$ cat config.mk
export PLATFORM = sky130hd
export DESIGN_NAME = sfc_cmd
export DESIGN_NICKNAME = d
export VERILOG_FILES = /design/src/include/sfc_pkg.sv /design/src/hw/sfc_cmd.sv /design/src/hw/sfc_sync.sv
export SDC_FILE = /design/constraint.sdc
export NUM_CORES = 1
export LEC_CHECK = 0
export ABC_AREA = 1
export BUFFER_PORTS_ARGS = -buffer_cell sky130_fd_sc_hd__buf_2
export CORE_ASPECT_RATIO = 1.75
export CORE_MARGIN = 3
export CORE_UTILIZATION = 50
export DETAILED_ROUTE_END_ITERATION = 10
export GPL_TIMING_DRIVEN = 0
export PLACE_DENSITY = 0.65
export SETUP_SLACK_MARGIN = 0.15
export SLEW_MARGIN = 20
export SYNTH_ARGS = -nofsm -noshare
export SYNTH_HDL_FRONTEND = slang
export SYNTH_SLANG_ARGS = --single-unit
$ cat constraint.sdc
create_clock -name CLK -period 7.9 [get_ports CLK]
set_input_delay 0.79 -clock CLK [delete_from_list [all_inputs] [get_ports CLK]]
set_output_delay 0.79 -clock CLK [all_outputs]
set_load 0.01 [all_outputs]
$ cat src/include/sfc_pkg.sv
package sfc_pkg;

	// ----------------------------------------
	// opcodes
	// ----------------------------------------
	localparam logic [7:0] OP_WRITE_ENABLE = 8'h06;
	localparam logic [7:0] OP_WRITE_DISABLE = 8'h04;
	localparam logic [7:0] OP_READ_STATUS = 8'h05;
	localparam logic [7:0] OP_STATUS_WRITE = 8'h01;
	localparam logic [7:0] OP_BUSY_OUT_EN = 8'h70;
	localparam logic [7:0] OP_BUSY_OUT_DIS = 8'h80;
	localparam logic [7:0] OP_SECTOR_ERASE = 8'h20;
	localparam logic [7:0] OP_BLOCK32_ERASE = 8'h52;
	localparam logic [7:0] OP_BLOCK64_ERASE = 8'hd8;
	localparam logic [7:0] OP_CHIP_ERASE_A = 8'h60;
	localparam logic [7:0] OP_CHIP_ERASE_B = 8'hc7;
	localparam logic [7:0] OP_AUTO_INC = 8'had;

	// ----------------------------------------
	// frame lengths in bits
	// ----------------------------------------
	localparam int CNT_W = 6;
	localparam logic [5:0] LEN_OP = 6'h08;
	localparam logic [5:0] LEN_STATUS_WRITE = 6'h10;
	localparam logic [5:0] LEN_AAI_NEXT = 6'h18;
	localparam logic [5:0] LEN_ADDR_CMD = 6'h20;
	localparam logic [5:0] LEN_AAI_FIRST = 6'h30;
	localparam logic [5:0] CNT_MAX = 6'h3f;
	localparam int SHIFT_W = 48;

	// ----------------------------------------
	// address and erase regions
	// ----------------------------------------
	localparam int ADDR_W = 24;
	localparam logic [23:0] SECTOR_MASK = 24'h000fff;
	localparam logic [23:0] BLOCK32_MASK = 24'h007fff;
	localparam logic [23:0] BLOCK64_MASK = 24'h00ffff;
	localparam logic [23:0] CHIP_MASK = 24'hffffff;
	localparam logic [23:0] WORD_STEP = 24'h000002;
	localparam logic [1:0] EK_SECTOR = 2'h0;
	localparam logic [1:0] EK_BLOCK32 = 2'h1;
	localparam logic [1:0] EK_BLOCK64 = 2'h2;
	localparam logic [1:0] EK_CHIP = 2'h3;

	// ----------------------------------------
	// status byte
	// ----------------------------------------
	localparam int ST_BUSY = 0;
	localparam int ST_WEL = 1;
	localparam int ST_AAI = 6;
	localparam logic [2:0] ST_MSB = 3'h7;

	// ----------------------------------------
	// timing
	// ----------------------------------------
	localparam int CLK_MHZ = 40;
	localparam int SECTOR_ERASE_TIME_US = 25000;
	localparam int BLOCK_ERASE_TIME_US = 25000;
	localparam int CHIP_ERASE_TIME_US = 50000;
	localparam int BYTE_PROGRAM_TIME_US = 10;
	localparam int SECTOR_ERASE_CYC = SECTOR_ERASE_TIME_US * CLK_MHZ;
	localparam int BLOCK_ERASE_CYC = BLOCK_ERASE_TIME_US * CLK_MHZ;
	localparam int CHIP_ERASE_CYC = CHIP_ERASE_TIME_US * CLK_MHZ;
	localparam int BYTE_PROGRAM_CYC = BYTE_PROGRAM_TIME_US * CLK_MHZ;
	localparam int TMR_W = 32;

endpackage

$ cat src/hw/sfc_cmd.sv
`timescale 1ns/1ps

// Notes on behaviour
// - busy-output enable opcode makes the serial output report busy during word programming
// - in that mode, chip select low drives busy on output: low busy, high ready
// - releasing chip select in that mode floats the serial output
// - in hardware-indication word programming only word-program and write-disable are taken
// - leave mode by write-disable, then busy-output disable
// - sector erase with address sets the 4 KB sector selected by upper bits
// - sector or block erase onto a protected area is ignored
// - 32 KB block erase with address sets the selected block to ones
// - 64 KB block erase with address sets the selected block to ones
// - two chip erase opcodes, no address, set the whole array to ones
// - chip erase is ignored when any area is protected
// - erase starts only after chip select rises at the end of the frame
// - read-status is answered at any time outside hardware-indication mode, even while busy
// - read-status repeats status bytes until chip select rises
// - write-enable sets the write enable latch, permitting program and erase
// - a status write ending with chip select rising clears the write enable latch
// - write-disable clears the write enable latch and the auto-increment flag
// - write-disable does not abort a running program
// - write-enable and write-disable act only when chip select rises after the opcode
// - read-status opcode also valid in word programming with software detection
// - word step: opcode, first step address, then even then odd data byte
module sfc_cmd #(
	parameter int SE_CYC = sfc_pkg::SECTOR_ERASE_CYC,
	parameter int BE_CYC = sfc_pkg::BLOCK_ERASE_CYC,
	parameter int CE_CYC = sfc_pkg::CHIP_ERASE_CYC,
	parameter int BP_CYC = sfc_pkg::BYTE_PROGRAM_CYC
) (
	input wire logic CLK,
	input wire logic RST,
	input wire logic CE_N,
	input wire logic SCK,
	input wire logic SI,
	input wire logic PROT_EN,
	input wire logic [23:0] PROT_BOUND,
	output logic SO,
	output logic SO_OE,
	output logic BUSY,
	output logic WRITE_ENABLE_LATCH,
	output logic AUTO_INCREMENT_PROGRAM,
	output logic ERASE_STB,
	output logic [1:0] ERASE_KIND,
	output logic [23:0] ERASE_BASE,
	output logic PROG_STB,
	output logic [23:0] PROG_ADDR,
	output logic [15:0] PROG_DATA
);

	// ----------------------------------------
	// pin synchronisers and edges
	// ----------------------------------------
	logic ce_n_s, sck_s, si_s;
	logic ce_d_r, sck_d_r;

	sfc_sync #(.W(3), .RST_VAL(3'h4)) u_sync (
		.clk(CLK),
		.rst(RST),
		.d({CE_N, SCK, SI}),
		.q({ce_n_s, sck_s, si_s})
	);

	always_ff @(posedge CLK) begin
		if (RST) begin
			ce_d_r <= 1'b1;
			sck_d_r <= 1'b0;
		end else begin
			ce_d_r <= ce_n_s;
			sck_d_r <= sck_s;
		end
	end

	wire ce_fall = ce_d_r & ~ce_n_s;
	wire ce_rise = ~ce_d_r & ce_n_s;
	wire sck_rise = ~ce_n_s & sck_s & ~sck_d_r;
	wire sck_fall = ~ce_n_s & ~sck_s & sck_d_r;

	// ----------------------------------------
	// frame shifter
	// ----------------------------------------
	logic [sfc_pkg::SHIFT_W-1:0] shift_r;
	logic [5:0] cnt_r;
	logic [7:0] op_r;

	// msb first, sampled on rising serial clock
	always_ff @(posedge CLK) begin
		if (RST) begin
			shift_r <= '0;
			cnt_r <= '0;
			op_r <= '0;
		end else if (ce_fall) begin
			cnt_r <= '0;
		end else if (sck_rise) begin
			shift_r <= {shift_r[sfc_pkg::SHIFT_W-2:0], si_s};
			if (cnt_r != sfc_pkg::CNT_MAX)
				cnt_r <= cnt_r + 6'h01;
			if (cnt_r == sfc_pkg::LEN_OP - 6'h01)
				op_r <= {shift_r[6:0], si_s};
		end
	end

	// ----------------------------------------
	// decode at chip select rise
	// ----------------------------------------
	logic wel_r, aai_r, bso_r, aai_top_r;
	logic [23:0] aai_addr_r;
	logic [sfc_pkg::TMR_W-1:0] busy_cnt_r;

	wire busy_w = busy_cnt_r != '0;
	wire len8 = cnt_r == sfc_pkg::LEN_OP;
	wire len16 = cnt_r == sfc_pkg::LEN_STATUS_WRITE;
	wire len24 = cnt_r == sfc_pkg::LEN_AAI_NEXT;
	wire len32 = cnt_r == sfc_pkg::LEN_ADDR_CMD;
	wire len48 = cnt_r == sfc_pkg::LEN_AAI_FIRST;
	wire gate_norm = ce_rise & ~busy_w & ~aai_r;
	wire gate_aai = ce_rise & ~busy_w & aai_r;
	wire hw_mode_w = bso_r & aai_r;

	wire op_sec = op_r == sfc_pkg::OP_SECTOR_ERASE;
	wire op_b32 = op_r == sfc_pkg::OP_BLOCK32_ERASE;
	wire op_b64 = op_r == sfc_pkg::OP_BLOCK64_ERASE;
	wire op_chip = (op_r == sfc_pkg::OP_CHIP_ERASE_A) | (op_r == sfc_pkg::OP_CHIP_ERASE_B);
	wire op_aai = op_r == sfc_pkg::OP_AUTO_INC;

	// write latch commands act only at chip select rise
	wire do_write_enable_cmd = gate_norm & len8 & (op_r == sfc_pkg::OP_WRITE_ENABLE);
	wire do_write_disable_cmd = ce_rise & len8 & (op_r == sfc_pkg::OP_WRITE_DISABLE);
	wire do_ebsy = gate_norm & len8 & (op_r == sfc_pkg::OP_BUSY_OUT_EN);
	wire do_busy_output_disable_cmd = gate_norm & len8 & (op_r == sfc_pkg::OP_BUSY_OUT_DIS);
	wire do_status_write_cmd = gate_norm & len16 & wel_r & (op_r == sfc_pkg::OP_STATUS_WRITE);

	// region selection by upper address bits
	wire [23:0] cmd_addr = shift_r[23:0];
	wire [23:0] erase_mask = op_sec ? sfc_pkg::SECTOR_MASK :
		op_b32 ? sfc_pkg::BLOCK32_MASK :
		op_b64 ? sfc_pkg::BLOCK64_MASK : sfc_pkg::CHIP_MASK;
	wire [1:0] erase_kind = op_sec ? sfc_pkg::EK_SECTOR :
		op_b32 ? sfc_pkg::EK_BLOCK32 :
		op_b64 ? sfc_pkg::EK_BLOCK64 : sfc_pkg::EK_CHIP;
	wire [23:0] erase_base = op_chip ? '0 : (cmd_addr & ~erase_mask);
	wire [23:0] erase_top = erase_base | erase_mask;

	// protected when the region reaches the bound; chip always does
	wire erase_prot = PROT_EN & (erase_top >= PROT_BOUND);
	wire erase_len = ((op_sec | op_b32 | op_b64) & len32) | (op_chip & len8);
	// latch gates the start, which waits for chip select rise
	wire erase_go = gate_norm & wel_r & erase_len & ~erase_prot;

	// word programming steps
	wire [23:0] first_addr = {shift_r[39:17], 1'b0};
	wire aai_first = gate_norm & wel_r & op_aai & len48
		& ~(PROT_EN & (first_addr >= PROT_BOUND));
	wire aai_next = gate_aai & wel_r & op_aai & len24 & ~aai_top_r
		& ~(PROT_EN & (aai_addr_r >= PROT_BOUND));
	wire [23:0] step_addr = aai_first ? first_addr : aai_addr_r;
	wire prog_go = aai_first | aai_next;

	// ----------------------------------------
	// latches and mode flags
	// ----------------------------------------
	always_ff @(posedge CLK) begin
		if (RST) begin
			wel_r <= 1'b0;
			aai_r <= 1'b0;
			bso_r <= 1'b0;
			aai_top_r <= 1'b0;
			aai_addr_r <= '0;
		end else begin
			if (do_write_enable_cmd)
				wel_r <= 1'b1;
			else if (do_write_disable_cmd | do_status_write_cmd | erase_go)
				wel_r <= 1'b0;
			if (do_write_disable_cmd)
				aai_r <= 1'b0;
			else if (aai_first)
				aai_r <= 1'b1;
			if (do_ebsy)
				bso_r <= 1'b1;
			else if (do_busy_output_disable_cmd)
				bso_r <= 1'b0;
			// no wrap at the top of the array
			if (prog_go) begin
				aai_addr_r <= step_addr + sfc_pkg::WORD_STEP;
				aai_top_r <= &step_addr[23:1];
			end
		end
	end

	// ----------------------------------------
	// self-timed operation
	// ----------------------------------------
	// write-disable never touches the timer
	always_ff @(posedge CLK) begin
		if (RST) begin
			busy_cnt_r <= '0;
		end else if (erase_go) begin
			if (op_chip)
				busy_cnt_r <= sfc_pkg::TMR_W'(CE_CYC);
			else if (op_sec)
				busy_cnt_r <= sfc_pkg::TMR_W'(SE_CYC);
			else
				busy_cnt_r <= sfc_pkg::TMR_W'(BE_CYC);
		end else if (prog_go) begin
			busy_cnt_r <= sfc_pkg::TMR_W'(BP_CYC);
		end else if (busy_w) begin
			busy_cnt_r <= busy_cnt_r - 1'b1;
		end
	end

	always_ff @(posedge CLK) begin
		if (RST) begin
			ERASE_STB <= 1'b0;
			ERASE_KIND <= '0;
			ERASE_BASE <= '0;
			PROG_STB <= 1'b0;
			PROG_ADDR <= '0;
			PROG_DATA <= '0;
		end else begin
			ERASE_STB <= erase_go;
			PROG_STB <= prog_go;
			if (erase_go) begin
				ERASE_KIND <= erase_kind;
				ERASE_BASE <= erase_base;
			end
			if (prog_go) begin
				PROG_ADDR <= step_addr;
				PROG_DATA <= shift_r[15:0];
			end
		end
	end

	// ----------------------------------------
	// serial output
	// ----------------------------------------
	logic [7:0] status_w;
	logic so_r;
	logic [2:0] out_idx_r;

	always_comb begin
		status_w = '0;
		status_w[sfc_pkg::ST_BUSY] = busy_w;
		status_w[sfc_pkg::ST_WEL] = wel_r;
		status_w[sfc_pkg::ST_AAI] = aai_r;
	end

	// read-status not taken in hardware-indication mode
	// stale opcode and count linger for the select edge itself, so mask it
	wire rd_active = (op_r == sfc_pkg::OP_READ_STATUS) & (cnt_r >= sfc_pkg::LEN_OP)
		& ~ce_fall & ~hw_mode_w;

	// status bytes repeat while the clock runs, busy or not
	always_ff @(posedge CLK) begin
		if (RST) begin
			so_r <= 1'b1;
			out_idx_r <= sfc_pkg::ST_MSB;
		end else if (ce_fall) begin
			out_idx_r <= sfc_pkg::ST_MSB;
		end else if (sck_fall & rd_active) begin
			so_r <= status_w[out_idx_r];
			out_idx_r <= out_idx_r - 3'h1;
		end
	end

	// low while busy, released with chip select
	assign SO = hw_mode_w ? ~busy_w : so_r;
	assign SO_OE = ~ce_n_s & (hw_mode_w | rd_active);
	assign BUSY = busy_w;
	assign WRITE_ENABLE_LATCH = wel_r;
	assign AUTO_INCREMENT_PROGRAM = aai_r;
endmodule

$ cat src/hw/sfc_sync.sv
`timescale 1ns/1ps

// ----------------------------------------
// two-flop synchroniser
// ----------------------------------------
module sfc_sync #(
	parameter int W = 1,
	parameter logic [W-1:0] RST_VAL = '0
) (
	input wire logic clk,
	input wire logic rst,
	input wire logic [W-1:0] d,
	output logic [W-1:0] q
);

	logic [W-1:0] meta_r;

	// first stage read only by the second
	always_ff @(posedge clk) begin
		if (rst) begin
			meta_r <= RST_VAL;
			q <= RST_VAL;
		end else begin
			meta_r <= d;
			q <= meta_r;
		end
	end

endmodule

**After elaboration in Yosys (flattened, before gate mapping)**

Index checks and enable logic that the tools add are counted.

- Flip-flop bits (word level): 194
- Input bits: 30

- Bitwise gates (word level): 63
- $lt $le $gt $ge: 5
- Muxes and demuxes: 19
- Reduce and logical (&&, ||, !) cells: 11
- Add/subtract/negate cells: 4
- Equal/unequal tests: 19

Operators by type and width:

| operator | number |
|---|---|
| 2-to-1 mux 24 bit | 5 |
| 2-to-1 mux 32 bit | 3 |
| >= comparator 24 bit | 3 |
| bitwise AND 1 bit | 40 |
| equality test 8 bit, second input constant | 4 |
| nonzero test 32 bit | 1 |
| subtractor 32 x 1 -> 32 bit, second input constant | 1 |
| adder 24 x 2 -> 24 bit, second input constant | 1 |
| bitwise AND 24 bit | 1 |
| equality test 8 x 3 -> 1 bit, second input constant | 3 |
| equality test 8 x 7 -> 1 bit, second input constant | 3 |
| NOT 24 bit | 1 |
| OR 24 bit | 1 |
| AND reduction 23 bit | 1 |
| 2-to-1 mux 21 bit | 1 |
| equality test 6 x 5 -> 1 bit, second input constant | 2 |
| equality test 6 bit, second input constant | 2 |
| NOT 1 bit | 12 |
| equality test 8 x 1 -> 1 bit, second input constant | 1 |
| equality test 8 x 6 -> 1 bit, second input constant | 1 |
| OR 1 bit | 8 |
| 2-to-1 mux 1 bit | 7 |
| adder 6 x 1 -> 6 bit, second input constant | 1 |
| equality test 6 x 3 -> 1 bit, second input constant | 1 |
| 12 further kinds | 17 |

**Depth between registers and ports, before layout**

Gate-level depths: netlist of the first run.

- Depth in word-level cells: 15
- Depth in mapped cells: 25

**Hierarchy**

A second synthesis of the first run with hierarchy kept.

- Cells, all modules: 1446
- Area total of the unflattened synthesis: 10069.7 sq um

Modules (own cells, without submodules):

| module | instances | seq. area each (sq um) | area an instance (sq um) | cells an instance |
|---|---|---|---|---|
| sfc_cmd | 1 | 3483.3 | 9900.7 | 1427 |
| sfc_sync | 1 | 120.1 | 168.9 | 19 |

**Worst setup path before layout of the first run**

No wires, ideal clock.

- Kind: input -> register
- Start point: in PROT_BOUND[15]
- End point: reg aai_addr_r[15]
- Cell stages on the path: 22
- Required time: 7777 ps
- Arrival: 3229 ps
- Path slack: 4548 ps
- Setup time: 123 ps
- Cell sequence: inv_1 > ha_1 > a21o_1 > nor2_1 > nand2_1 > nand2_1 > nand3_1 > nand2_1 > buf_2 > buf_2 > nand3_1 > nand2_1 > ha_1 > nand2_1 > nor2_1 > nand2_1 > nor2_4 > nand2_2 > clkinv_1 > nand2_1 > nand3_1 > o21ai_0

- Word-level cells in the longest chain between the ends: 6
- Elaborated cells between the ends (all ways): 11
- Classes of those cells: 1 x add/sub; 2 x order compare; 1 x mux; 7 x bitwise

Ends and longest elaborated chain:

| what | RTL line | RTL |
|---|---|---|
| start, declared | sfc_cmd.sv:37 | `input wire logic [23:0] PROT_BOUND,` |
| >= comparator 24 bit | sfc_cmd.sv:153 | `& ~(PROT_EN & (first_addr >= PROT_BOUND));` |
| bitwise AND 1 bit | sfc_cmd.sv:153 |  |
| NOT 1 bit | sfc_cmd.sv:153 |  |
| bitwise AND 1 bit | sfc_cmd.sv:153 |  |
| 2-to-1 mux 24 bit | sfc_cmd.sv:156 | `wire [23:0] step_addr = aai_first ? first_addr : aai_addr_r;` |
| named net step_addr[1] | sfc_cmd.sv:156 |  |
| adder 24 x 2 -> 24 bit | sfc_cmd.sv:184 | `aai_addr_r <= step_addr + sfc_pkg::WORD_STEP;` |
| end signal, assigned | sfc_cmd.sv:184 |  |
| end, declared | sfc_cmd.sv:107 | `logic [23:0] aai_addr_r;` |

The timed path passes the listed nets, and every way through them passes these cells.
A chain may end at the register's enable or synchronous reset.

**Worst setup path in the final report of the first run**

- Start point: reg op_r[0]
- End point: reg wel_r (netlist: WRITE_ENABLE_LATCH)

- Word-level cells in the longest chain between the ends: 14
- Elaborated cells between the ends (all ways): 33
- Classes of those cells: 1 x order compare; 8 x eq/ne; 5 x mux; 18 x bitwise; 1 x reduce/logical

Ends and longest elaborated chain:

| what | RTL line | RTL |
|---|---|---|
| start, declared | sfc_cmd.sv:84 | `logic [7:0] op_r;` |
| start signal, assigned | sfc_cmd.sv:99 | `op_r <= {shift_r[6:0], si_s};` |
| equality test 8 bit | sfc_cmd.sv:122 | `wire op_b64 = op_r == sfc_pkg::OP_BLOCK64_ERASE;` |
| 2-to-1 mux 24 bit | sfc_cmd.sv:137 | `op_b64 ? sfc_pkg::BLOCK64_MASK : sfc_pkg::CHIP_MASK;` |
| 2-to-1 mux 24 bit | sfc_cmd.sv:136 | `op_b32 ? sfc_pkg::BLOCK32_MASK :` |
| 2-to-1 mux 24 bit | sfc_cmd.sv:135 | `wire [23:0] erase_mask = op_sec ? sfc_pkg::SECTOR_MASK :` |
| NOT 24 bit | sfc_cmd.sv:141 | `wire [23:0] erase_base = op_chip ? '0 : (cmd_addr & ~erase_mask);` |
| bitwise AND 24 bit | sfc_cmd.sv:141 |  |
| 2-to-1 mux 24 bit | sfc_cmd.sv:141 |  |
| OR 24 bit | sfc_cmd.sv:142 | `wire [23:0] erase_top = erase_base \| erase_mask;` |
| >= comparator 24 bit | sfc_cmd.sv:145 | `wire erase_prot = PROT_EN & (erase_top >= PROT_BOUND);` |
| bitwise AND 1 bit | sfc_cmd.sv:145 |  |
| NOT 1 bit | sfc_cmd.sv:148 | `wire erase_go = gate_norm & wel_r & erase_len & ~erase_prot;` |
| bitwise AND 1 bit | sfc_cmd.sv:148 |  |
| OR 1 bit | sfc_cmd.sv:172 | `else if (do_write_disable_cmd \| do_status_write_cmd \| erase_go)` |
| nonzero test 2 bit (no source line) | -- |  |
| end signal, assigned | sfc_cmd.sv:164 | `wel_r <= 1'b0;` |
| end signal, assigned | sfc_cmd.sv:171 | `wel_r <= 1'b1;` |
| end signal, assigned | sfc_cmd.sv:173 | `wel_r <= 1'b0;` |
| end, declared | sfc_cmd.sv:106 | `logic wel_r, aai_r, bso_r, aai_top_r;` |

Several ways; a longest one is shown, not always the timed one.

==> results of run 1 <==
-- cell usage in the layout, fill, tap and decap left out, drive strengths merged, types with 2 or more instances in the layout --
cell type	netlist	layout
nor3	31	31
nand3	83	83
dfxtp	180	180
nor4	11	11
clkinv	3	8
o31ai	3	3
inv	160	162
o21ai	138	138
a211oi	6	6
buf	28	117
conb	1	13
nand2	266	266
nor2	215	215
xor2	9	9
clkbuf	35	57
nand4	34	34
o211ai	6	6
clkinvlp	0	2
a21oi	127	127
o22ai	6	6
xnor2	8	8
o21bai	2	2
nand3b	4	4
a31oi	5	5
or2	10	10
ha	64	64
-- cells by family (layout without fill, tap and decap cells) --
family / after synthesis / after routing
adders and majority gates: 64 / 64
and+or+nand+nor: 658 / 658
other: 1 / 13
DFF: 180 / 180
AOI/OAI and AO/OA: 301 / 301
xor gates and xnor gates: 17 / 17
buffers and inverters: 226 / 347
-- sequential cells by signal, summed over array words and instances (netlist names), 2 cells and up --
| register | cells |
|---|---|
| ERASE_BASE | 12 |
| ERASE_KIND | 2 |
| PROG_ADDR | 23 |
| PROG_DATA | 16 |
| aai_addr_r | 23 |
| busy_cnt_r | 32 |
| cnt_r | 6 |
| op_r | 8 |
| out_idx_r | 3 |
| shift_r | 40 |
| u_sync.meta_r | 3 |
| u_sync.q | 3 |
-- layer usage --
layer	part of all wire	vias to the layer above	track usage
li1	-	5024	-
met1	0.37	4615	0.317
met2	0.52	276	0.530
met3	0.040	107	0.0400
met4	0.069	0	0.191
met5	0	-	0
-- final cells by class --
type                            instances  area (um2)  area share
Timing Repair Buffer                   89         445      0.0388
Multi-Input combinational cell       1053        5620       0.490
Buffer                                 63         330      0.0288
Tap cell                              245         307      0.0267
Clock inverter                         10        98.8     0.00861
Sequential cell                       180        3600       0.314
Clock buffer                           22         464      0.0404
Inverter                              163         612      0.0533
-- critical path: cells and delay by family, from the launching register on --
family / cells / cell delay, ps
compound gates: 2 / 270
fa+ha+maj: 1 / 300
buf+inv: 3 / 980
flops: 1 / 380
simple gates: 13 / 2680
-- per-stage QoR --
stage,cells,hold WS (ps),total power (uW),instance area (um2),setup slack (ps)
final,1825,401,2580,11500,3190
after global placement,1793,392,1760,10900,3440
after CTS,1825,405,2590,11500,3320
after detailed placement,1793,396,1770,10900,3380
after global routing,1825,426,2730,11500,2840
after floorplan,1459,388,1600,10200,4550
-- path summary, 6_finish.rpt --
path,from,to,slack [ps],cells past startpoint
max,op_r[0],WRITE_ENABLE_LATCH,3190,19
max reg2reg,op_r[0],WRITE_ENABLE_LATCH,3190,19
min,u_sync.meta_r[0],u_sync.q[0],400,2
min reg2reg,u_sync.meta_r[0],u_sync.q[0],400,2
-- power groups by stage --
stage / logic [uW] / clock network (uW) / registers [uW]
after floorplan: 548 / 0 / 1060
after global placement: 685 / 0 / 1070
after detailed placement: 692 / 0 / 1070
after CTS: 696 / 838 / 1050
after global routing: 786 / 874 / 1070
final: 694 / 834 / 1060
==> results.md, run 1 <==
- Status: finished clean
- Int Pwr: between 1500 and 2000 uW
- PortBufs: between 80 and 90
- H-tree Lvls: 4
- Crit-path max cell delay: between 600 and 700 ps
- Critical path endpoint category: flop
- Clock latency on the worst-skew pair: between 400 and 500 ps
- CP Cell Sequence: nor2_1 -> nand2_1 -> nor4_2 -> nor2_1 -> nand2_1 -> clkbuf_1 -> nand2_1 -> ha_1 -> nand2_1 -> inv_1 -> nand3_1 -> nor3_1 -> nand4_1 -> nand3_1 -> a21oi_1 -> nand2_1 -> clkbuf_1 -> nand4_1 -> a21oi_1
- Cell mode on critical path: nand2_1
- CTS resizes: 0
- Setup TNS: 0 ps
- Post-DP HPWL: 25600 um
- Largest family of logic cells by synthesized area: simple AND/OR/NAND/NOR gates
- Async SR Flop Fraction: 0
- Compound-Gate Fraction of Synth Area: 0.159
- Crit path kind: flop to flop
- Sequential power share: 0.409
- Gr ovfl total: 0
- RSZ-0062 raised after global routing: false
- Area delta synth->final: 13.4%
- Endpoints failing setup: 0
- Switching portion of total power: 0.346
- CTS root buf: clkbuf_16
- Gpl congestion: a little over 0.9
- Clock Pin Slew Worst Setup and Hold Paths: 70 ps
- # nets final: around 1700
- CP max-delay cell: nor4_2
- Synth warn: 0
- Router iterations before antenna repair: 6
- CTS tree: done
- Period utilization: 0.596
- Slew Viols, Final: 0
- Worst-path maximum fanout: 10
- Clk sink count: 180
- Pin count of the biggest net entering global routing: 17
- Synth Area in Adders: 0.0791
- CP Launch Type: flop
- Hold Path Class: flop to flop
- Worst Path Arrival: slightly above 5000 ps
- Post-Synthesis Cells: 1447
- Clk_skew: approximately 13 ps
- Layout cells sized above 1: 0.135
- WL/cell: 17.8 um
- Main flop type after synthesis: dfxtp_1
- VDD IR max: 0.196 mV
- Synth Area in Simple Gates: 0.298
- First-pass GRT wire length: slightly above 50000 um
- XOR/XNOR share of the synthesized area: 0.0147
- Post-synth EDFFs: 0
- Core box area: approximately 20000 um2
- WP data required: slightly above 8000 ps
- Via density: approximately 5.5
- Initial Util: 0.511
- PwrDens: approximately 230 nW/um2
- Leading cell types by total area after synthesis: dfxtp_1, nand2_1, ha_1
- Most common cell in the netlist: nand2_1
- Total CTS buffers: 17
- Most frequent cells after synthesis: nand2_1, nor2_1, dfxtp_1, inv_1, o21ai_0
- Clock share of power: 0.323
- Vias in the first global route: approximately 9700
- Die width: between 100 and 150 um
- Row count: 68
- #FFs+latches synth: between 150 and 200
- Static Leak: 0.00534 uW
- Max-slew headroom: 0.435
- Area leader, netlist: dfxtp_1
- Mean post-synth cell area: 7.00 um2
- Residual DRC: 0
- GRT Total Usage: 0.296
- ANT cells: 0
- Initial DRC Count: roughly 730
- Post-CTS Setup Inserts: 0
- Final min period: around 4700 ps
- Max-Cap Viols: 0
- Die Y: between 150 and 200 um
- Combinational Power Share: 0.268
- Initial antenna violation count: 0
- Fmax: approximately 210 MHz
- Fill cell count: a little under 2000
- Post-synth top area share: 0.356
- Mux contribution to synthesized area: 0
- Final Util: 0.579
- Synth unique cells: 56
- Slew @ Worst Pin: 847 ps
- Detail Route Antenna Nets: 0
- Clock Path Buffers: 2
- Hold Buf Count CTS: 0
- Mapped Area: between 10000 and 15000 um2
- Total length of routed wires: approximately 32000 um
- Sequential-to-total area share from yosys stat: 0.356
- DR vias: around 10000
- Top Ports: 103
- Die area: 22100 um2
- Sw Pwr: 893 uW
- Hold Vio Cnt, Final: 0
(Power assumes the default switching activity.)
==> run 2: changes to the inputs <==
--- a/config.mk
+++ b/config.mk
@@ -5,7 +5,7 @@
 export SDC_FILE = /design/constraint.sdc
 export NUM_CORES = 1
 export LEC_CHECK = 0
-export ABC_AREA = 1
+export ABC_AREA = 0
 export BUFFER_PORTS_ARGS = -buffer_cell sky130_fd_sc_hd__buf_2
 export CORE_ASPECT_RATIO = 1.75
 export CORE_MARGIN = 3
==> constraint.sdc (replaced) <==
create_clock -name CLK -period 4.4 [get_ports CLK]
set_input_delay 0.44 -clock CLK [delete_from_list [all_inputs] [get_ports CLK]]
set_output_delay 0.44 -clock CLK [all_outputs]
set_load 0.01 [all_outputs]
==> run 2 against run 1 <==
Effect of this change:
- sequential power up 81%
- first-iteration DRC count down 11%
- register-to-register slack worse by 3000 ps
- synthesized cell count down 15%
- setup slack worse by 3000 ps
- critical path depth down 6
- clock skew up 2.8 ps
- non-clock buffer count up 24
- design area up 0.78%
- critical endpoint is now busy_cnt_r[2]
- largest power group unchanged
- highest routed layer unchanged
==> results.md, run 2 <==
- Synth warn: 0 (unchanged)
- Total CTS buffers: 17 (unchanged)
- Design Area, Final: 11600 um2 (+0.78%)
- Worst setup slack after layout: 241 ps (-2950 ps)
- Residual DRC: 0 (unchanged)
- First-pass GRT wire length: 50100 um (-1.1%)
- Clock latency on the worst-skew pair: 460 ps (about the same)
- Gpl congestion: 0.953 (+2.1%)
- Period utilization: 0.945 (+0.350)
- Setup TNS: 0 ps (unchanged)
- Dpl cells: 1579 (-12%)
- Hold Path Class: primary input to flop
- Mapped Area: 9980 um2 (-1.5%)
- Final Util: 0.598 (+0.0184)
- Leading cell types by total area after synthesis: dfxtp_1, ha_1, nand2_1
- PortBufs: 89 (unchanged)
- Critical path's top delay family: compound AO/OA/AOI/OAI gates
- Clk sink count: 180 (unchanged)
- Main flop type after synthesis: dfxtp_1
- CP max-delay cell: o41ai_1
- Layout cells sized above 1: 0.146 (+0.0106)
- Vias in the first global route: 9402 (-2.7%)
- Sequential-to-total area share from yosys stat: 0.361 (+0.00527)
- WP buf/inv: 2 (-1)
- Reg2reg end: busy_cnt_r[2]
- Static Leak: 0.00459 uW (-14%)
- CP Launch Type: flop
- H-tree Lvls: 4 (unchanged)
- Max reg flops: 40 (unchanged)
- Max-Cap Viols: 0 (unchanged)
- Post-Synthesis Cells: 1237 (-15%)
- Reg2reg path depth: 13 (-6)
- Crit path kind: flop to flop
- Post-synth EDFFs: 0 (unchanged)
- PwrDens: 406 nW/um2 (+80%)
- Router iterations before antenna repair: 5 (-1)
- Top flop regs: shift_r x40, busy_cnt_r x32
- Endpoints failing setup: 0 (unchanged)
- Die width: 113 um (-0.69%)
- Die Y: 193 um (-0.71%)
- Slew @ Worst Pin: 1030 ps (+178 ps)
- Most common cell in the netlist: nand2_1
- Pre-CTS setup slack: -716 ps (-4100 ps)
- Worst flop-to-flop path startpoint: op_r[5]
- Most frequent cells after synthesis: nand2_1, dfxtp_1, a21oi_1, nor2_1, ha_1
- RSZ-0062 raised after global routing: false
- Commonest cells after routing, fill and taps aside: nand2_1, dfxtp_1, a21oi_1
- Fmax: 240 MHz (+13%)
- Detail Route Antenna Nets: 0 (unchanged)
- Post-DP HPWL: 24600 um (-3.9%)
- Crit-path max cell delay: 690 ps (+80 ps)
- Async SR Flop Fraction: 0 (unchanged)
- VDD IR max: 0.623 mV (+220%)
- Hold path startpoint: CE_N
- Top reg by flops: shift_r
- Area leader, netlist: dfxtp_1
- Initial DRC Count: 651 (-11%)
- Gr ovfl total: 0 (unchanged)
- DR vias: 9457 (-5.6%)
- Final min period: 4160 ps (-547 ps)
- # nets final: 1457 (-12%)
- R2r setup slk: 240 ps (-2950 ps)
- Hold Path Depth: 2 (unchanged)
- Mean post-synth cell area: 8.06 um2 (+15%)
- CTS tree: done
- Fill cell count: 1817 (-8.3%)
- Hold Buf Count CTS: 0 (unchanged)
- Die area: 21700 um2 (-1.4%)
- Area delta synth->final: 16.0%
- Row count: 67 (-1.5%)
- Post-synth top area share: 0.361 (+0.00527)
- Max-slew headroom: 0.307 (-0.128)
- Status: finished clean
- Initial Util: 0.515 (+0.00449)
- ANT cells: 0 (unchanged)
- Slew Viols, Final: 0 (unchanged)
- Pin count of the biggest net entering global routing: 18 (+1)
- Core box area: 19400 um2 (-2.3%)
- Cell mode on critical path: a21o_1
- WL/cell: 20.1 um (+13%)
- Synth unique cells: 68 (+21%)
- Worst Path Arrival: 4550 ps (-530 ps)
- Via density: 5.85 (+6.5%)
- WP data required: 4790 ps (-3480 ps)
- CP Cell Sequence: or3b_1 -> nor4_4 -> a21boi_0 -> ha_1 -> nand3_1 -> o41ai_1 -> a21o_1 -> a21o_1 -> a221oi_4 -> buf_4 -> or3_1 -> clkbuf_4 -> nor2_1
- Clock Path Buffers: 2 (unchanged)
- Hold Vio Cnt, Final: 0 (unchanged)
- Clk_skew: 15.5 ps (+2.84 ps)
- GRT Total Usage: 0.299 (+0.00283)
- Critical path endpoint category: flop
- Post-Layout Cell Count: 1617 (-11%)
- Top Ports: 103 (unchanged)
- Commonest non-fill, non-tap cell in the layout: nand2_1
- Worst-path maximum fanout: 10 (unchanged)
- WHS Endpoint: u_sync.meta_r[2]
- DP Area: 10800 um2 (-1.3%)
- Clock Pin Slew Worst Setup and Hold Paths: 70 ps (about the same)
- Initial antenna violation count: 0 (unchanged)
- CTS root buf: clkbuf_16
- #FFs+latches synth: 180 (unchanged)
- Total length of routed wires: 32500 um (+0.22%)
run 2: cell types whose count changed after synthesis, sizes merged, moves of 38 or more:
cell and delta:
o21ai -111, nand2 -68, nor2 -127, inv -108, nand3 -40, xnor2 +38
run 2: kinds of logic after synthesis:
group | share of synthesized area
fa+ha+maj | 0.0803
other cells | 0.000376
xor+xnor | 0.0553
buf+inv | 0.0596
mux | 0.0293
simple gates | 0.254
compound gates | 0.159
flops | 0.361
run 2: final cells by class:
cell class | instances | area [um2] | share of cell area
multi-input combinational | 936 | 5960 | 0.515
sequential | 180 | 3600 | 0.311
timing repair buffer | 96 | 498 | 0.0430
clock buffer | 18 | 439 | 0.0379
buffer | 80 | 407 | 0.0351
tap | 241 | 302 | 0.0261
inverter | 52 | 195 | 0.0169
clock inverter | 14 | 165 | 0.0143
run 2: worst max path at each step:
stage	from	endpoint	slack [ps]	depth (start not counted)
4_1_cts	op_r[5]	aai_top_r	90	14
3_5_place_dp	op_r[0]	aai_top_r	-720	15
5_1_grt	busy_cnt_r[1]	aai_addr_r[19]	100	17
3_3_place_gp	op_r[0]	aai_top_r	-650	15
2_1_floorplan	op_r[1]	busy_cnt_r[7]	410	16
6_report	op_r[5]	busy_cnt_r[2]	240	13
run 2: worst register-to-register path, stage by stage (launching register included):
cell and delay, ps:
dfxtp_2 430, or3b_1 450, nor4_4 490, a21boi_0 380, ha_1 180, nand3_1 60, o41ai_1 690, a21o_1 230
a21o_1 180, a221oi_4 100, buf_4 180, or3_1 390, clkbuf_4 230, nor2_1 120
run 2: through the flow:
step / hold slack (ps) / power (uW)
finish: 162 / 4700
floorplan: 389 / 2790
detailed placement: 399 / 3060
global placement: 393 / 3030
CTS: 156 / 4660
global route: 170 / 4910
run 2: routing by layer:
| metal | part of all wire | global-route usage | vias up |
|---|---|---|---|
| li1 | - | - | 4607 |
| met1 | 0.36 | 0.295 | 4448 |
| met2 | 0.53 | 0.563 | 279 |
| met3 | 0.042 | 0.0458 | 123 |
| met4 | 0.068 | 0.203 | 0 |
| met5 | 0 | 0 | - |
run 2: power by group:
part | leakage (uW) | switching, uW | internal, uW
combinational | 0.00285 | 685 | 487
sequential | 0.00146 | 157 | 1770
clock | 0.000284 | 733 | 869
run 2: timing repair:
action | in CTS | in global routing
pin swaps | 2 | 7
endpoints found under the setup margin | 46 | 37
setup buffers | 4 | 3
resized for setup | 16 | 18
==> run 3: changes to the inputs <==
--- a/config.mk
+++ b/config.mk
@@ -7,13 +7,15 @@
 export LEC_CHECK = 0
 export ABC_AREA = 0
 export BUFFER_PORTS_ARGS = -buffer_cell sky130_fd_sc_hd__buf_2
+export CELL_PAD_IN_SITES_DETAIL_PLACEMENT = 0
+export CELL_PAD_IN_SITES_GLOBAL_PLACEMENT = 1
 export CORE_ASPECT_RATIO = 1.75
 export CORE_MARGIN = 3
-export CORE_UTILIZATION = 50
+export CORE_UTILIZATION = 45
 export DETAILED_ROUTE_END_ITERATION = 10
-export GPL_TIMING_DRIVEN = 0
-export PLACE_DENSITY = 0.65
+export PLACE_DENSITY = 0.77
 export SETUP_SLACK_MARGIN = 0.15
+export SKIP_LAST_GASP = 1
 export SLEW_MARGIN = 20
 export SYNTH_ARGS = -nofsm -noshare
 export SYNTH_HDL_FRONTEND = slang
==> run 3 against run 2 <==
Effect of this change:
- fmax rose by 3.2%
- sequential power barely moved
- register-to-register slack improved by 130 ps
- clock-buffer cell count fell by 1
- setup slack improved by 130 ps
- global-route usage fell by 5.0 points
- design area fell by 1.6%
- final cell count rose by 0.25%
==> results.md, run 3 (same netlist as run 2, synthesis figures left out) <==
- ANT cells: 0 (unchanged)
- Setup TNS: 0 ps (unchanged)
- Area delta synth->final: 14.1%
- Hold Path Class: primary input to flop
- PwrDens: 408 nW/um2 (+0.56%)
- Total length of routed wires: 29700 um (-8.6%)
- Clock latency on the worst-skew pair: 450 ps (about the same)
- Met3 wire length: 1110 um (-19%)
- Critical path's top delay family: simple AND/OR/NAND/NOR gates
- Die area: 24100 um2 (+11%)
- Clk sink count: 180 (unchanged)
- Slew Viols, Final: 0 (unchanged)
- Status: finished clean
- Core box area: 21700 um2 (+12%)
- Initial Util: 0.460 (-0.0549)
- PortBufs: 89 (unchanged)
- Top flop regs: shift_r x40, busy_cnt_r x32
- Via density: 5.65 (-3.4%)
- Router iterations before antenna repair: 5 (unchanged)
- Max-Cap Viols: 0 (unchanged)
- Gpl congestion: 0.916 (-3.9%)
- CTS root buf: clkbuf_16
- Layout cells sized above 1: 0.143 (-0.00311)
- Fmax: 248 MHz (+3.2%)
- Commonest non-fill, non-tap cell in the layout: nand2_1
- Wire length on met2: 16300 um (-5.4%)
- Fill cell count: 2136 (+18%)
- Slew @ Worst Pin: 944 ps (-81.3 ps)
- Wl on met1: 11200 um (-4.1%)
- Hold Buf Count CTS: 0 (unchanged)
- Gr ovfl total: 0 (unchanged)
- DR vias: 9155 (-3.2%)
- Die width: 119 um (+5.1%)
- Initial antenna violation count: 0 (unchanged)
- Die Y: 203 um (+5.2%)
- Hold path startpoint: CE_N
- DP Area: 10800 um2 (-0.10%)
- Critical path endpoint category: flop
- Residual DRC: 0 (unchanged)
- First-pass GRT wire length: 47700 um (-4.8%)
- WP buf/inv: 0 (-2)
- Pin count of the biggest net entering global routing: 80 (+62)
- Worst setup slack after layout: 369 ps (+128 ps)
- Post-DP HPWL: 21700 um (-12%)
- CTS tree: done
- H-tree Lvls: 4 (unchanged)
- CP Launch Type: flop
- Post-Layout Cell Count: 1621 (+0.25%)
- Detail Route Antenna Nets: 0 (unchanged)
- Worst Path Arrival: 4400 ps (-150 ps)
- Worst flop-to-flop path startpoint: op_r[5]
- Row count: 71 (+6.0%)
- CP Cell Sequence: or3b_1 -> or4_1 -> nor4_4 -> o2111ai_1 -> nand2_1 -> mux2_2 -> ha_2 -> nand3_1 -> nor2_1 -> nand2_1 -> nor3_4 -> nand4_1 -> mux2_2 -> a211oi_1
- Top Ports: 103 (unchanged)
- Commonest cells after routing, fill and taps aside: nand2_1, dfxtp_1, a21oi_1
- VDD IR max: 0.466 mV (-25%)
- Clk_skew: 12.6 ps (-2.92 ps)
- WP data required: 4760 ps (-30 ps)
- Initial DRC Count: 555 (-15%)
- Static Leak: 0.00453 uW (-1.3%)
- Worst-path maximum fanout: 9 (-1)
- Endpoints failing setup: 0 (unchanged)
- Crit-path max cell delay: 560 ps (-130 ps)
- Tot Pwr: 4650 uW (-1.1%)
- Total CTS buffers: 17 (unchanged)
- Period utilization: 0.916 (-0.0290)
- Hold Vio Cnt, Final: 0 (unchanged)
- Clock Pin Slew Worst Setup and Hold Paths: 80 ps (about the same)
- Max-slew headroom: 0.371 (+0.0638)
- Design Area, Final: 11400 um2 (-1.6%)
- Pre-CTS setup slack: 219 ps (+935 ps)
- # nets final: 1411 (-3.2%)
- WL/cell: 18.3 um (-8.9%)
- Top reg by flops: shift_r
- Dpl cells: 1590 (+0.70%)
- GRT Total Usage: 0.248 (-0.0505)
- RSZ-0062 raised after global routing: true
- Worst setup path startpoint: op_r[5]
- Final min period: 4030 ps (-128 ps)
- Top Metal Used: met4
- Vias in the first global route: 8987 (-4.4%)
- Crit path kind: flop to flop
- Clock Path Buffers: 2 (unchanged)
- CP max-delay cell: or4_1
- Max reg flops: 40 (unchanged)
run 3: cell types whose count changed in the layout (fill, tap and decap cells not counted), sizes merged:
cell	before	now
buf	126	130
clkinv	1	2
bufinv	2	1
clkbuf	68	17
inv	59	61
clkinvlp	4	2
run 3: worst paths after layout:
check,to,slack [ps],cells after the start
min reg2reg,u_sync.q[2],420,1
min,u_sync.meta_r[2],170,2
max,aai_top_r,370,14
max reg2reg,aai_top_r,370,14
run 3: through the flow:
stage	hold WS, ps	util
floorplan	389	-
global placement	394	0.497
detailed placement	404	0.497
CTS	161	0.524
global route	171	0.525
finish	173	0.525
run 3: area by class of cell:
cell class,count,area [um2],area share
Timing Repair Buffer,130,772,0.0678
Sequential cell,180,3600,0.316
Tap cell,292,365,0.0321
Clock buffer,17,425,0.0374
Clock inverter,14,161,0.0142
Inverter,52,195,0.0171
Multi-Input combinational cell,936,5860,0.515
run 3: what timing repair did:
action	4_1_cts	5_1_grt
resized for setup	0	7
endpoints found under the hold margin	0	0
setup endpoints to repair	0	20
setup buffers	0	0
run 3: power by group:
| part | leakage (uW) | internal [uW] | switching, uW | total, uW |
|---|---|---|---|---|
| combinational | 0.00279 | 522 | 669 | 1190 |
| clock | 0.000283 | 808 | 740 | 1550 |
| sequential | 0.00145 | 1770 | 143 | 1910 |
| total | 0.00453 | 3100 | 1550 | 4650 |
run 3: per-layer routing:
metal,global-route usage,vias up
met1,0.263,4349
li1,-,4508
met3,0.0357,61
met2,0.476,237
met5,0,-
met4,0.114,0
